$ cat src/design/spc_defs.vh
// constants of the scaled pulse counter: register map, fields, reset values
`ifndef SPC_DEFS_VH
`define SPC_DEFS_VH

// ==========================================
// register byte offsets
`define SPC_OFF_CTRL 8'h00
`define SPC_OFF_SCALE 8'h04
`define SPC_OFF_TOT_SCALE 8'h08
`define SPC_OFF_PROC_LO 8'h0c
`define SPC_OFF_PROC_HI 8'h10
`define SPC_OFF_TOT_LO 8'h14
`define SPC_OFF_TOT_HI 8'h18
`define SPC_OFF_EDGES 8'h1c
`define SPC_OFF_STATUS 8'h20

// ==========================================
// control fields
`define SPC_CTRL_MODE_LSB 0
`define SPC_CTRL_MODE_MSB 1
`define SPC_CTRL_MULT_LSB 2
`define SPC_CTRL_MULT_MSB 3
`define SPC_CTRL_EN_BIT 4
`define SPC_CTRL_CLR_BIT 8

// ==========================================
// edge modes
`define SPC_MODE_SINGLE 2'h0
`define SPC_MODE_DOUBLE 2'h1
`define SPC_MODE_QUAD 2'h2

// ==========================================
// multiplier codes and factors in 1e-6 units per 1e-4 of scale factor
`define SPC_MULT_X1 2'h0
`define SPC_MULT_X0P1 2'h1
`define SPC_MULT_X0P01 2'h2
`define SPC_MFAC_X1 7'h64
`define SPC_MFAC_X0P1 7'h0a
`define SPC_MFAC_X0P01 7'h01

// ==========================================
// reset values and limits
`define SPC_SCALE_RST 16'h2710
`define SPC_SCALE_MAX 16'hea5f
`define SPC_TOT_SCALE_RST 16'h2710
`define SPC_MODE_RST 2'h0
`define SPC_MULT_RST 2'h0
`define SPC_EN_RST 1'h1

`endif

$ cat src/design/spc_sync.v
// pin synchroniser with edge detection
`timescale 1ns/1ps
`default_nettype none

module spc_sync
(
   input wire clk_sys,
   input wire reset_n,
   input wire pin,
   output reg level_q,
   output wire rise,
   output wire fall
);

   reg meta_q;
   reg prev_q;

   // ==========================================
   // two flops, then a history flop
   always @(posedge clk_sys or negedge reset_n)
   begin
      if (!reset_n)
      begin
         meta_q <= 1'b0;
         level_q <= 1'b0;
         prev_q <= 1'b0;
      end
      else
      begin
         meta_q <= pin;
         level_q <= meta_q;
         prev_q <= level_q;
      end
   end

   assign rise = level_q & ~prev_q;
   assign fall = ~level_q & prev_q;

endmodule

`default_nettype wire

$ cat src/design/spc_accum.v
// signed accumulator stepping up or down by a scaled amount
`timescale 1ns/1ps
`default_nettype none

module spc_accum
#(
   parameter W = 64,
   parameter SW = 39
)
(
   input wire clk_sys,
   input wire reset_n,
   input wire clear,
   input wire add_en,
   input wire down,
   input wire [SW-1:0] step,
   output reg [W-1:0] value_q
);

   wire [W-1:0] step_ext;
   reg [W-1:0] value_d;

   assign step_ext = {{(W-SW){1'b0}}, step};

   // ==========================================
   // full step per counted edge only
   always @*
   begin
      value_d = value_q;
      if (clear)
      begin
         value_d = {W{1'b0}};
      end
      else if (add_en)
      begin
         if (down)
         begin
            value_d = value_q - step_ext;
         end
         else
         begin
            value_d = value_q + step_ext;
         end
      end
   end

   always @(posedge clk_sys or negedge reset_n)
   begin
      if (!reset_n)
      begin
         value_q <= {W{1'b0}};
      end
      else
      begin
         value_q <= value_d;
      end
   end

endmodule

`default_nettype wire

$ cat src/design/spc_top.v
// scaled pulse counter: edge decode, scaling, process and total, apb registers
// Function
// - default settings give exactly one process count per input pulse
// - single mode counts one edge per pulse, quadrature mode four per cycle
// - double mode counts both edges of each input pulse
// - scaling is scale factor times multiplier times counted edges per pulse
// - multiplier and edge mode reset to times one
// - multiplier selectable as times one, 0.1 or 0.01
// - scale factor has four decimals, at most 5.9999
// - process value changes only on counted edges, by the full scaling, and on a control clear, which zeroes it
// - more edges per pulse lowers the highest usable input frequency
// - total scale factor resets to 1.0000, totalizer then tracks process
// - totalizer adds process step times total scale factor per edge
`timescale 1ns/1ps
`default_nettype none
`include "spc_defs.vh"

module spc_top
(
   input wire clk_sys,
   input wire reset_n,
   input wire [7:0] paddr,
   input wire psel,
   input wire penable,
   input wire pwrite,
   input wire [31:0] pwdata,
   output reg [31:0] prdata,
   output reg pready,
   output reg pslverr,
   input wire pulse_a,
   input wire dir_b
);

   // ==========================================
   // datapath widths, process step holds 5.9999 x 100 in 1e-6 units
   localparam PSW = 23;
   localparam TSW = 39;

   // ==========================================
   // configuration and state
   reg [1:0] mode_q;
   reg [1:0] mult_q;
   reg en_q;
   reg clr_q;
   reg [15:0] scale_q;
   reg [15:0] tot_scale_q;
   reg [31:0] proc_hi_snap_q;
   reg [31:0] tot_hi_snap_q;
   reg [31:0] edges_q;

   wire a_lvl;
   wire a_rise;
   wire a_fall;
   wire b_lvl;
   wire b_rise;
   wire b_fall;
   wire [63:0] proc_val;
   wire [63:0] tot_val;

   reg cnt_ev;
   reg cnt_dn;
   reg [6:0] mfac;
   reg [31:0] rdata_d;
   reg rd_ok;
   reg [15:0] wr_scale;

   wire [PSW-1:0] step_proc;
   wire [TSW-1:0] step_tot;
   wire [TSW-1:0] step_proc_ext;
   wire access;
   wire rd_first;
   wire wr_go;
   wire ev_go;

   // ==========================================
   // pin synchronisers
   spc_sync u_sync_a
   (
      .clk_sys(clk_sys),
      .reset_n(reset_n),
      .pin(pulse_a),
      .level_q(a_lvl),
      .rise(a_rise),
      .fall(a_fall)
   );

   spc_sync u_sync_b
   (
      .clk_sys(clk_sys),
      .reset_n(reset_n),
      .pin(dir_b),
      .level_q(b_lvl),
      .rise(b_rise),
      .fall(b_fall)
   );

   // ==========================================
   // edge qualification per mode
   always @*
   begin
      cnt_ev = 1'b0;
      cnt_dn = 1'b0;
      case (mode_q)
         `SPC_MODE_SINGLE:
         begin
            cnt_ev = a_rise;
            cnt_dn = b_lvl;
         end
         `SPC_MODE_DOUBLE:
         begin
            cnt_ev = a_rise | a_fall;
            cnt_dn = b_lvl;
         end
         `SPC_MODE_QUAD:
         begin
            // both channels moving at once is invalid and ignored
            cnt_ev = (a_rise | a_fall) ^ (b_rise | b_fall);
            if (a_rise | a_fall)
            begin
               cnt_dn = (a_lvl == b_lvl);
            end
            else
            begin
               cnt_dn = (a_lvl != b_lvl);
            end
         end
         default:
         begin
            cnt_ev = a_rise;
            cnt_dn = b_lvl;
         end
      endcase
   end

   // one edge per clock at most: extra edges per pulse eat input bandwidth
   assign ev_go = cnt_ev & en_q;

   // ==========================================
   // scaling
   always @*
   begin
      case (mult_q)
         `SPC_MULT_X0P1: mfac = `SPC_MFAC_X0P1;
         `SPC_MULT_X0P01: mfac = `SPC_MFAC_X0P01;
         default: mfac = `SPC_MFAC_X1;
      endcase
   end

   // per counted edge, so edges per pulse multiply in by counting
   assign step_proc = scale_q * mfac;
   assign step_tot = step_proc * tot_scale_q;
   assign step_proc_ext = {{(TSW-PSW){1'b0}}, step_proc};

   // process in 1e-6 counts
   spc_accum #(.W(64), .SW(TSW)) u_proc
   (
      .clk_sys(clk_sys),
      .reset_n(reset_n),
      .clear(clr_q),
      .add_en(ev_go),
      .down(cnt_dn),
      .step(step_proc_ext),
      .value_q(proc_val)
   );

   // totalizer in 1e-10 counts
   spc_accum #(.W(64), .SW(TSW)) u_tot
   (
      .clk_sys(clk_sys),
      .reset_n(reset_n),
      .clear(clr_q),
      .add_en(ev_go),
      .down(cnt_dn),
      .step(step_tot),
      .value_q(tot_val)
   );

   // ==========================================
   // apb slave, one wait state
   assign access = psel & penable;
   assign wr_go = access & pready & pwrite;
   // first access cycle of a read
   assign rd_first = access & ~pready & ~pwrite;

   always @*
   begin
      wr_scale = pwdata[15:0];
      if (pwdata[15:0] > `SPC_SCALE_MAX)
      begin
         wr_scale = `SPC_SCALE_MAX;
      end
   end

   always @*
   begin
      rdata_d = 32'h00000000;
      rd_ok = 1'b1;
      case (paddr)
         `SPC_OFF_CTRL:
         begin
            rdata_d[`SPC_CTRL_MODE_MSB:`SPC_CTRL_MODE_LSB] = mode_q;
            rdata_d[`SPC_CTRL_MULT_MSB:`SPC_CTRL_MULT_LSB] = mult_q;
            rdata_d[`SPC_CTRL_EN_BIT] = en_q;
         end
         `SPC_OFF_SCALE: rdata_d[15:0] = scale_q;
         `SPC_OFF_TOT_SCALE: rdata_d[15:0] = tot_scale_q;
         `SPC_OFF_PROC_LO: rdata_d = proc_val[31:0];
         `SPC_OFF_PROC_HI: rdata_d = proc_hi_snap_q;
         `SPC_OFF_TOT_LO: rdata_d = tot_val[31:0];
         `SPC_OFF_TOT_HI: rdata_d = tot_hi_snap_q;
         `SPC_OFF_EDGES: rdata_d = edges_q;
         `SPC_OFF_STATUS: rdata_d[1:0] = {b_lvl, a_lvl};
         default: rd_ok = 1'b0;
      endcase
   end

   always @(posedge clk_sys or negedge reset_n)
   begin
      if (!reset_n)
      begin
         pready <= 1'b0;
         pslverr <= 1'b0;
         prdata <= 32'h00000000;
      end
      else
      begin
         pready <= access & ~pready;
         pslverr <= access & ~pready & ~rd_ok;
         if (rd_first)
         begin
            prdata <= rdata_d;
         end
      end
   end

   // ==========================================
   // register writes and snapshots
   always @(posedge clk_sys or negedge reset_n)
   begin
      if (!reset_n)
      begin
         mode_q <= `SPC_MODE_RST;
         mult_q <= `SPC_MULT_RST;
         en_q <= `SPC_EN_RST;
         clr_q <= 1'b0;
         scale_q <= `SPC_SCALE_RST;
         tot_scale_q <= `SPC_TOT_SCALE_RST;
         proc_hi_snap_q <= 32'h00000000;
         tot_hi_snap_q <= 32'h00000000;
      end
      else
      begin
         clr_q <= 1'b0;
         if (wr_go)
         begin
            case (paddr)
               `SPC_OFF_CTRL:
               begin
                  mode_q <= pwdata[`SPC_CTRL_MODE_MSB:`SPC_CTRL_MODE_LSB];
                  mult_q <= pwdata[`SPC_CTRL_MULT_MSB:`SPC_CTRL_MULT_LSB];
                  en_q <= pwdata[`SPC_CTRL_EN_BIT];
                  clr_q <= pwdata[`SPC_CTRL_CLR_BIT];
               end
               `SPC_OFF_SCALE: scale_q <= wr_scale;
               `SPC_OFF_TOT_SCALE: tot_scale_q <= wr_scale;
               default: clr_q <= 1'b0;
            endcase
         end
         // low word read freezes the matching high word
         if (rd_first & (paddr == `SPC_OFF_PROC_LO))
         begin
            proc_hi_snap_q <= proc_val[63:32];
         end
         if (rd_first & (paddr == `SPC_OFF_TOT_LO))
         begin
            tot_hi_snap_q <= tot_val[63:32];
         end
      end
   end

   // ==========================================
   // counted edge tally
   always @(posedge clk_sys or negedge reset_n)
   begin
      if (!reset_n)
      begin
         edges_q <= 32'h00000000;
      end
      else if (clr_q)
      begin
         edges_q <= 32'h00000000;
      end
      else if (ev_go)
      begin
         edges_q <= edges_q + 32'h00000001;
      end
   end

endmodule

`default_nettype wire

$ cat config.mk
export PLATFORM = sky130hd
export DESIGN_NAME = spc_top
export DESIGN_NICKNAME = d
export VERILOG_FILES = /design/src/design/spc_sync.v /design/src/design/spc_accum.v /design/src/design/spc_top.v
export VERILOG_INCLUDE_DIRS = /design/src /design/src/design
export SDC_FILE = /design/constraint.sdc
export NUM_CORES = 2
export LEC_CHECK = 0
export BUFFER_PORTS_ARGS = -buffer_cell sky130_fd_sc_hd__buf_2
export CORE_ASPECT_RATIO = 0.9
export CORE_MARGIN = 4
export CORE_UTILIZATION = 60
export CTS_CLUSTER_SIZE = 16
export DETAILED_ROUTE_END_ITERATION = 7
export GPL_ROUTABILITY_DRIVEN = 0
export PLACE_DENSITY = 0.77
export SLEW_MARGIN = 20
export SYNTH_ARGS = -nofsm -noshare
export SYNTH_HDL_FRONTEND = slang
export SYNTH_SLANG_ARGS = --single-unit
$ cat constraint.sdc
create_clock -name clk_sys -period 16.9 [get_ports clk_sys]
set_input_delay 1.69 -clock clk_sys [delete_from_list [all_inputs] [get_ports clk_sys]]
set_output_delay 1.69 -clock clk_sys [all_outputs]
set_load 0.02 [all_outputs]
== Word level (Yosys, flattened, before mapping) ==
Index checks and enable logic that the tools add are counted.

* Input port bits: 47
* Logic and storage cells: 91
* Flip-flop bits (word level): 302
* Output and inout bits: 34

* Order comparisons: 1
* Mux-type cells: 20
* $add $sub $neg: 5
* Multipliers: 2
* Equality and inequality tests: 14
* Bitwise gates (word level): 23
* Reduce and logical (&&, ||, !) cells: 6

{| class="wikitable"
|+ Operators by type and width
! kind !! count
|-
| $mux W64 || 6
|-
| $pmux W16 S5 || 1
|-
| $pmux W11 S7 || 1
|-
| $add A64 B23 Y64 || 1
|-
| $add A64 B39 Y64 || 1
|-
| $mux W32 || 2
|-
| $sub A64 B23 Y64 || 1
|-
| $sub A64 B39 Y64 || 1
|-
| $mul A23 B16 Y39 || 1
|-
| $add A32 B1 Y32 const B || 1
|-
| $eq A8 B5 Y1 const B || 4
|-
| $pmux W3 S8 || 1
|-
| $mul A16 B7 Y23 || 1
|-
| $pmux W2 S9 || 1
|-
| $eq A8 B4 Y1 const B || 2
|-
| $gt A16 B16 Y1 const B || 1
|-
| $mux W16 || 1
|-
| $pmux W7 S2 || 1
|-
| $and A1 B1 Y1 || 13
|-
| $reduce_or A9 Y1 || 1
|-
| $eq A8 B3 Y1 const B || 1
|-
| $eq A8 B6 Y1 const B || 1
|-
| $logic_not A8 Y1 || 1
|-
| $not A1 Y1 || 7
|-
| 10 further kinds || 19
|}

== Logic depth before layout (Yosys ltp) ==
* Word-level depth: 8
* Mapped depth: 62
* Gate-level depth less buffers: 56

== Hierarchy ==
From an unflattened synthesis, not the netlist that was laid out.

* Cell total of the unflattened synthesis: 4522
* Area, all modules: 38567.0 µm²

{| class="wikitable"
|+ Modules (own cells, without submodules)
! module !! instances !! area each (µm²) !! seq. area each (µm²) !! cells each
|-
| spc_top || 1 || 23417.5 || 4217.8 || 2575
|-
| spc_accum at u_tot || 1 || 7519.7 || 1601.5 || 977
|-
| spc_accum at u_proc || 1 || 7449.6 || 1601.5 || 960
|-
| spc_sync || 2 || 90.1 || 75.1 || 5
|}

== Least setup slack after synthesis ==
OpenSTA, ideal clock, no wires.

* Path kind: register to register
* From: reg mult_q[0]
* To: reg u_tot.value_q[63]
* Library setup time: 124 ps
* Arrival: 14315 ps
* Cell stages (with the launch flop): 60
* Clock period less this slack: 14439 ps
* Setup slack: 2461 ps
* Buffers on the path: 6
* Required time: 16776 ps
* Cell sequence: dfrtp_1 inv_1 ha_1 clkbuf_1 and2_1 inv_1 fa_1 inv_1 fa_1 fa_1 inv_1 fa_1 inv_1 ha_1 clkbuf_1 a21oi_1 nand2_1 nand2_1 [24 not listed] or2_1 clkbuf_1 o21ai_0 xor2_1 ha_1 clkbuf_1 a21oi_1 a21oi_1 o21a_1 o21ai_0 nand2b_1 a31oi_1 o21ai_0 a31oi_1 o21a_1 mux2i_1 nand4_1 a211o_1

* Longest elaborated chain between the ends: 8
* Elaborated cells between the ends (all ways): 10
* Classes of those cells: add/sub (2); mul (2); eq/ne (2); mux (4)

{| class="wikitable"
|+ Ends and longest elaborated chain
! element !! line !! text
|-
| start, declared || spc_top.v:42 || <nowiki>reg [1:0] mult_q;</nowiki>
|-
| start signal, assigned || spc_top.v:243 || <nowiki>mult_q <= `SPC_MULT_RST;</nowiki>
|-
| start signal, assigned || spc_top.v:260 || <nowiki>mult_q <= pwdata[`SPC_CTRL_MULT_MSB:`SPC_CTRL_MULT_LSB];</nowiki>
|-
| $eq A2 B2 Y1 / $eq A2 B1 Y1 (equally long branches) || spc_top.v:142 || <nowiki>case (mult_q)</nowiki>
|-
| $pmux W7 S2 * || spc_top.v:142 ||
|-
| $mul A16 B7 Y23 * || spc_top.v:150 || <nowiki>assign step_proc = scale_q * mfac;</nowiki>
|-
| $mul A23 B16 Y39 * || spc_top.v:151 || <nowiki>assign step_tot = step_proc * tot_scale_q;</nowiki>
|-
| $add A64 B39 Y64 / $sub A64 B39 Y64 (equally long branches) || spc_accum.v:42, spc_accum.v:38 ||
|-
| $mux W64 * || spc_accum.v:36 || <nowiki>if (down)</nowiki>
|-
| $mux W64 * || spc_accum.v:34 || <nowiki>else if (add_en)</nowiki>
|-
| $mux W64 * || spc_accum.v:30 || <nowiki>if (clear)</nowiki>
|-
| end signal, assigned || spc_accum.v:51 || <nowiki>value_q <= {W{1'b0}};</nowiki>
|-
| end signal, assigned || spc_accum.v:55 || <nowiki>value_q <= value_d;</nowiki>
|-
| end, declared || spc_accum.v:17 || <nowiki>output reg [W-1:0] value_q</nowiki>
|}

Every way passes the cells marked *; elsewhere a longest branch is shown, timed or not. The select of a mux whose other input is x is not followed.
A chain may end at the register's enable or synchronous reset.

== Final worst setup path ==
Ends and elaborated chain as after synthesis.

==> results.md <==
- Most Frequent Cell on Critical Path: fa_1
- Post-synthesis sequential area ratio: roughly 20%
- Initial antenna violation count: 3
- P_leak: about 20 nW
- RSZ-0062 raised after global routing: false
- Critical path's largest stage delay: 0.63 ns
- Setup_tns: 0 ns
- Status: complete, but fails checks
- Met3 Use GR: a little under 7%
- Area of the multi-input gates: 0.0273 mm^2
- DR pass1 iterations: 8
- Cell area after synthesis: 0.0374 mm^2
- Via Count: 32400
- Post-route ant nets: 0
- Detailed-route DRC error count: 8
- P_sw: 0.000658 W
- Hold_buf cts: 0
- Grt total ovfl: 0
- Max-slew violation count: 0
- Skew final: ~0.014 ns
- Syn_nets: 5147
- Top cell type's share of synthesized area: between 10% and 20%
- Sequential power share: a little under two fifths
- Most used DFF post-synth: dfrtp_1
- Switch share: ~33%
- Register area: ~0.0076 mm^2
- Crit path arrival time: ~17 ns
- Initial DRC count: 3823
- Met2 usage: a little under half
- Port Buffer Count: between 60 and 70
- Total CTS buffers: 29
- # H-tree levels: 1
- Clock power share: 35.6%
- Yosys cell types: 86
- Clock transition at path regs: approximately 0.070 ns
- Largest net degree at the start of global routing: 96
- Fill count: between 5000 and 6000
- Int Power: between 0.001 and 0.0015 W
- Layout area overhead: 5.77%
- Overall routing resource usage: a little under a third
- Setup repair bufs after CTS: 0
- CTS max path bufs: 3
- Most Crowded Layer GR: met1
- Layout cells sized above 1: roughly 7.7%
- WHS Path Cells: 0
- Final core occ: about 64%
- Initial core utilization: between 60% and 70%
- CP Capture Type: register
- Wire length per cell: about 21 um
- Relative slew slack: about 20%
- Reg2reg path depth: 53
- Die span in y: between 200 and 250 um
- Fin. Hold Viols: 0
- Syn_area_per_cell: roughly 8.4 um^2
- Clock Tree Root: clkbuf_16
- Endpoints failing setup: 0
- Via count of the first global-routing pass: ~31000
- Delay-heaviest family, CP: adder cells
- IO Count: between 80 and 90
- Fmax: between 60 and 70 MHz
- Global-route wire length before repair: 171000 um
- Slew @ Worst Pin: 1.20 ns
- Tmin final: between 15 and 20 ns
- Worst Path Max Fanout: 19
- Final WL: around 110000 um
- Die area: around 0.066 mm^2
- Final worst-path cycle share: between 90 and 100%
- Buf/Inv on CP: 9
- Max VDD drop: roughly 0.09 mV
- Number of synthesized flops with an enable pin: 0
- CP Class: register to register
- Post-DP HPWL: 81900 um
- Violated checks: design-rule violations
- Crit path launch type: register
- Post-synth ARST share: 100%
- Yosys reg bits: between 300 and 400
- Worst path depth: 53
- CTS tree: done
- Combinational share of power: between 20% and 30%
- Clk_lat worst skew: 0.60 ns
- Slowest cell on crit path: or4b_1
- YS warnings: 0
- Row count: 86
- Global-route met1 utilization: between 40% and 50%
- PwrDens: between 50 and 60 mW/mm^2
- HP Class: register to register
- Die X: between 200 and 300 um
- Req. time, crit path: roughly 17 ns
- Max Cap Violations: 0
- Core Area: roughly 0.061 mm^2
- Synth area leaders: dfrtp_1, fa_1, ha_1, nand2_1, inv_1
- Nets: about 5100
- Cells after synthesis: between 4000 and 5000
- CTS sink count: ~300
- Avg Vias per Cell: a little over 6
- Synth area leader: dfrtp_1
[layout make-up]
cell class / count / area share (%)
inverters: 477 / 4.53
well taps: 836 / 2.65
clock buffers: 36 / 2.05
flip-flops and latches: 302 / 19.2
diodes: 2 / 0.0127
clock inverters: 18 / 0.548
multi-input cells: 3432 / 69.0
repair buffers: 127 / 2.08
[final timing paths]
| check | end | startpoint | slack [ns] |
|---|---|---|---|
| max | u_tot.value_q[63]$_DFFE_PN0P_ | mult_q[0]$_DFFE_PN0P_ | 0.80 |
| min | u_sync_a.level_q$_DFF_PN0_ | u_sync_a.meta_q$_DFF_PN0_ | 0.35 |
| max reg2reg | u_tot.value_q[63]$_DFFE_PN0P_ | mult_q[0]$_DFFE_PN0P_ | 0.80 |
| min reg2reg | u_sync_a.level_q$_DFF_PN0_ | u_sync_a.meta_q$_DFF_PN0_ | 0.35 |
| max in group asynchronous | edges_q[1]$_DFFE_PN0P_ | reset_n | 13.65 |
| min in group asynchronous | tot_hi_snap_q[30]$_DFFE_PN0P_ | reset_n | 1.13 |
[power by group through the flow]
stage / sequential (W) / clock (W) / combinational (W)
after floorplan: 0.000753 / 0 / 0.000389
after global placement: 0.000755 / 0 / 0.000514
after detailed placement: 0.000756 / 0 / 0.000519
after CTS: 0.000742 / 0.000715 / 0.000524
after global routing: 0.000743 / 0.000743 / 0.000582
final: 0.000743 / 0.000710 / 0.000542
[per-layer routing]
metal,vias up,wire length (um)
li1,14800,-
met1,15800,47000
met2,1499,45300
met3,245,10500
met4,4,4440
met5,-,19
[cells by family after synthesis]
family	after synthesis	synth area share [%]
AO/OA/AOI/OAI	979	16.9
XOR/XNOR	234	5.50
adder cells (fa/ha/maj)	644	28.5
buffers and inverters	722	7.26
flip-flops	302	20.3
multiplexers	107	3.18
AND/OR/NAND/NOR	1468	18.4
[layout by cell type, fill, tap and decap left out, types with 29 or more instances in the layout]
cell,instances
a211oi_1,32
a21o_1,112
a21oi_1,324
a31oi_1,36
and2_1,179
and3_1,50
buf_2,63
buf_4,62
clkbuf_16,29
dfrtp_1,290
fa_1,346
ha_1,296
inv_1,477
mux2_2,95
nand2_1,651
nand2b_1,47
nand3_1,50
nand4_1,43
nor2_1,256
nor3_1,60
o21a_1,31
o21ai_0,182
o21bai_1,29
xnor2_1,116
xor2_1,110
[registers in the layout, indices dropped and copies added (netlist names)]
| signal | flops |
|---|---|
| u_proc.value_q | 64 |
| u_tot.value_q | 64 |
| edges_q | 32 |
| prdata | 32 |
| proc_hi_snap_q | 32 |
| tot_hi_snap_q | 32 |
| scale_q | 16 |
| tot_scale_q | 16 |
| mode_q | 2 |
| mult_q | 2 |
| clr_q | 1 |
| en_q | 1 |
| pready | 1 |
| pslverr | 1 |
| u_sync_a.level_q | 1 |
| u_sync_a.meta_q | 1 |
| u_sync_a.prev_q | 1 |
| u_sync_b.level_q | 1 |
| u_sync_b.meta_q | 1 |
| u_sync_b.prev_q | 1 |
[what timing repair did]
action	CTS	global route
hold endpoints to repair	0	0
setup endpoints to repair	0	7
gates resized for setup	0	9
[metrics by stage]
step | total power [W] | instance area [um^2] | instances | setup slack, ns | hold slack (ns)
6_report | 0.00199 | 39500 | 5230 | 0.797 | 0.346
5_1_grt | 0.00207 | 39500 | 5228 | 0.0317 | 0.371
4_1_cts | 0.00198 | 39400 | 5227 | 0.568 | 0.349
3_5_place_dp | 0.00127 | 38400 | 5173 | 0.669 | 0.335
3_3_place_gp | 0.00127 | 38400 | 5173 | 0.765 | 0.334
2_1_floorplan | 0.00114 | 37400 | 4456 | 2.46 | 0.331
[synth_stat cells (121+ instances only)]
master,number
inv_1,477
fa_1,346
dfrtp_1,291
and2_1,179
a21oi_1,324
ha_1,298
clkbuf_1,228
o21ai_0,182
xnor2_1,121
nand2_1,651
nor2_1,256
Power figures use the tool's default switching activity.
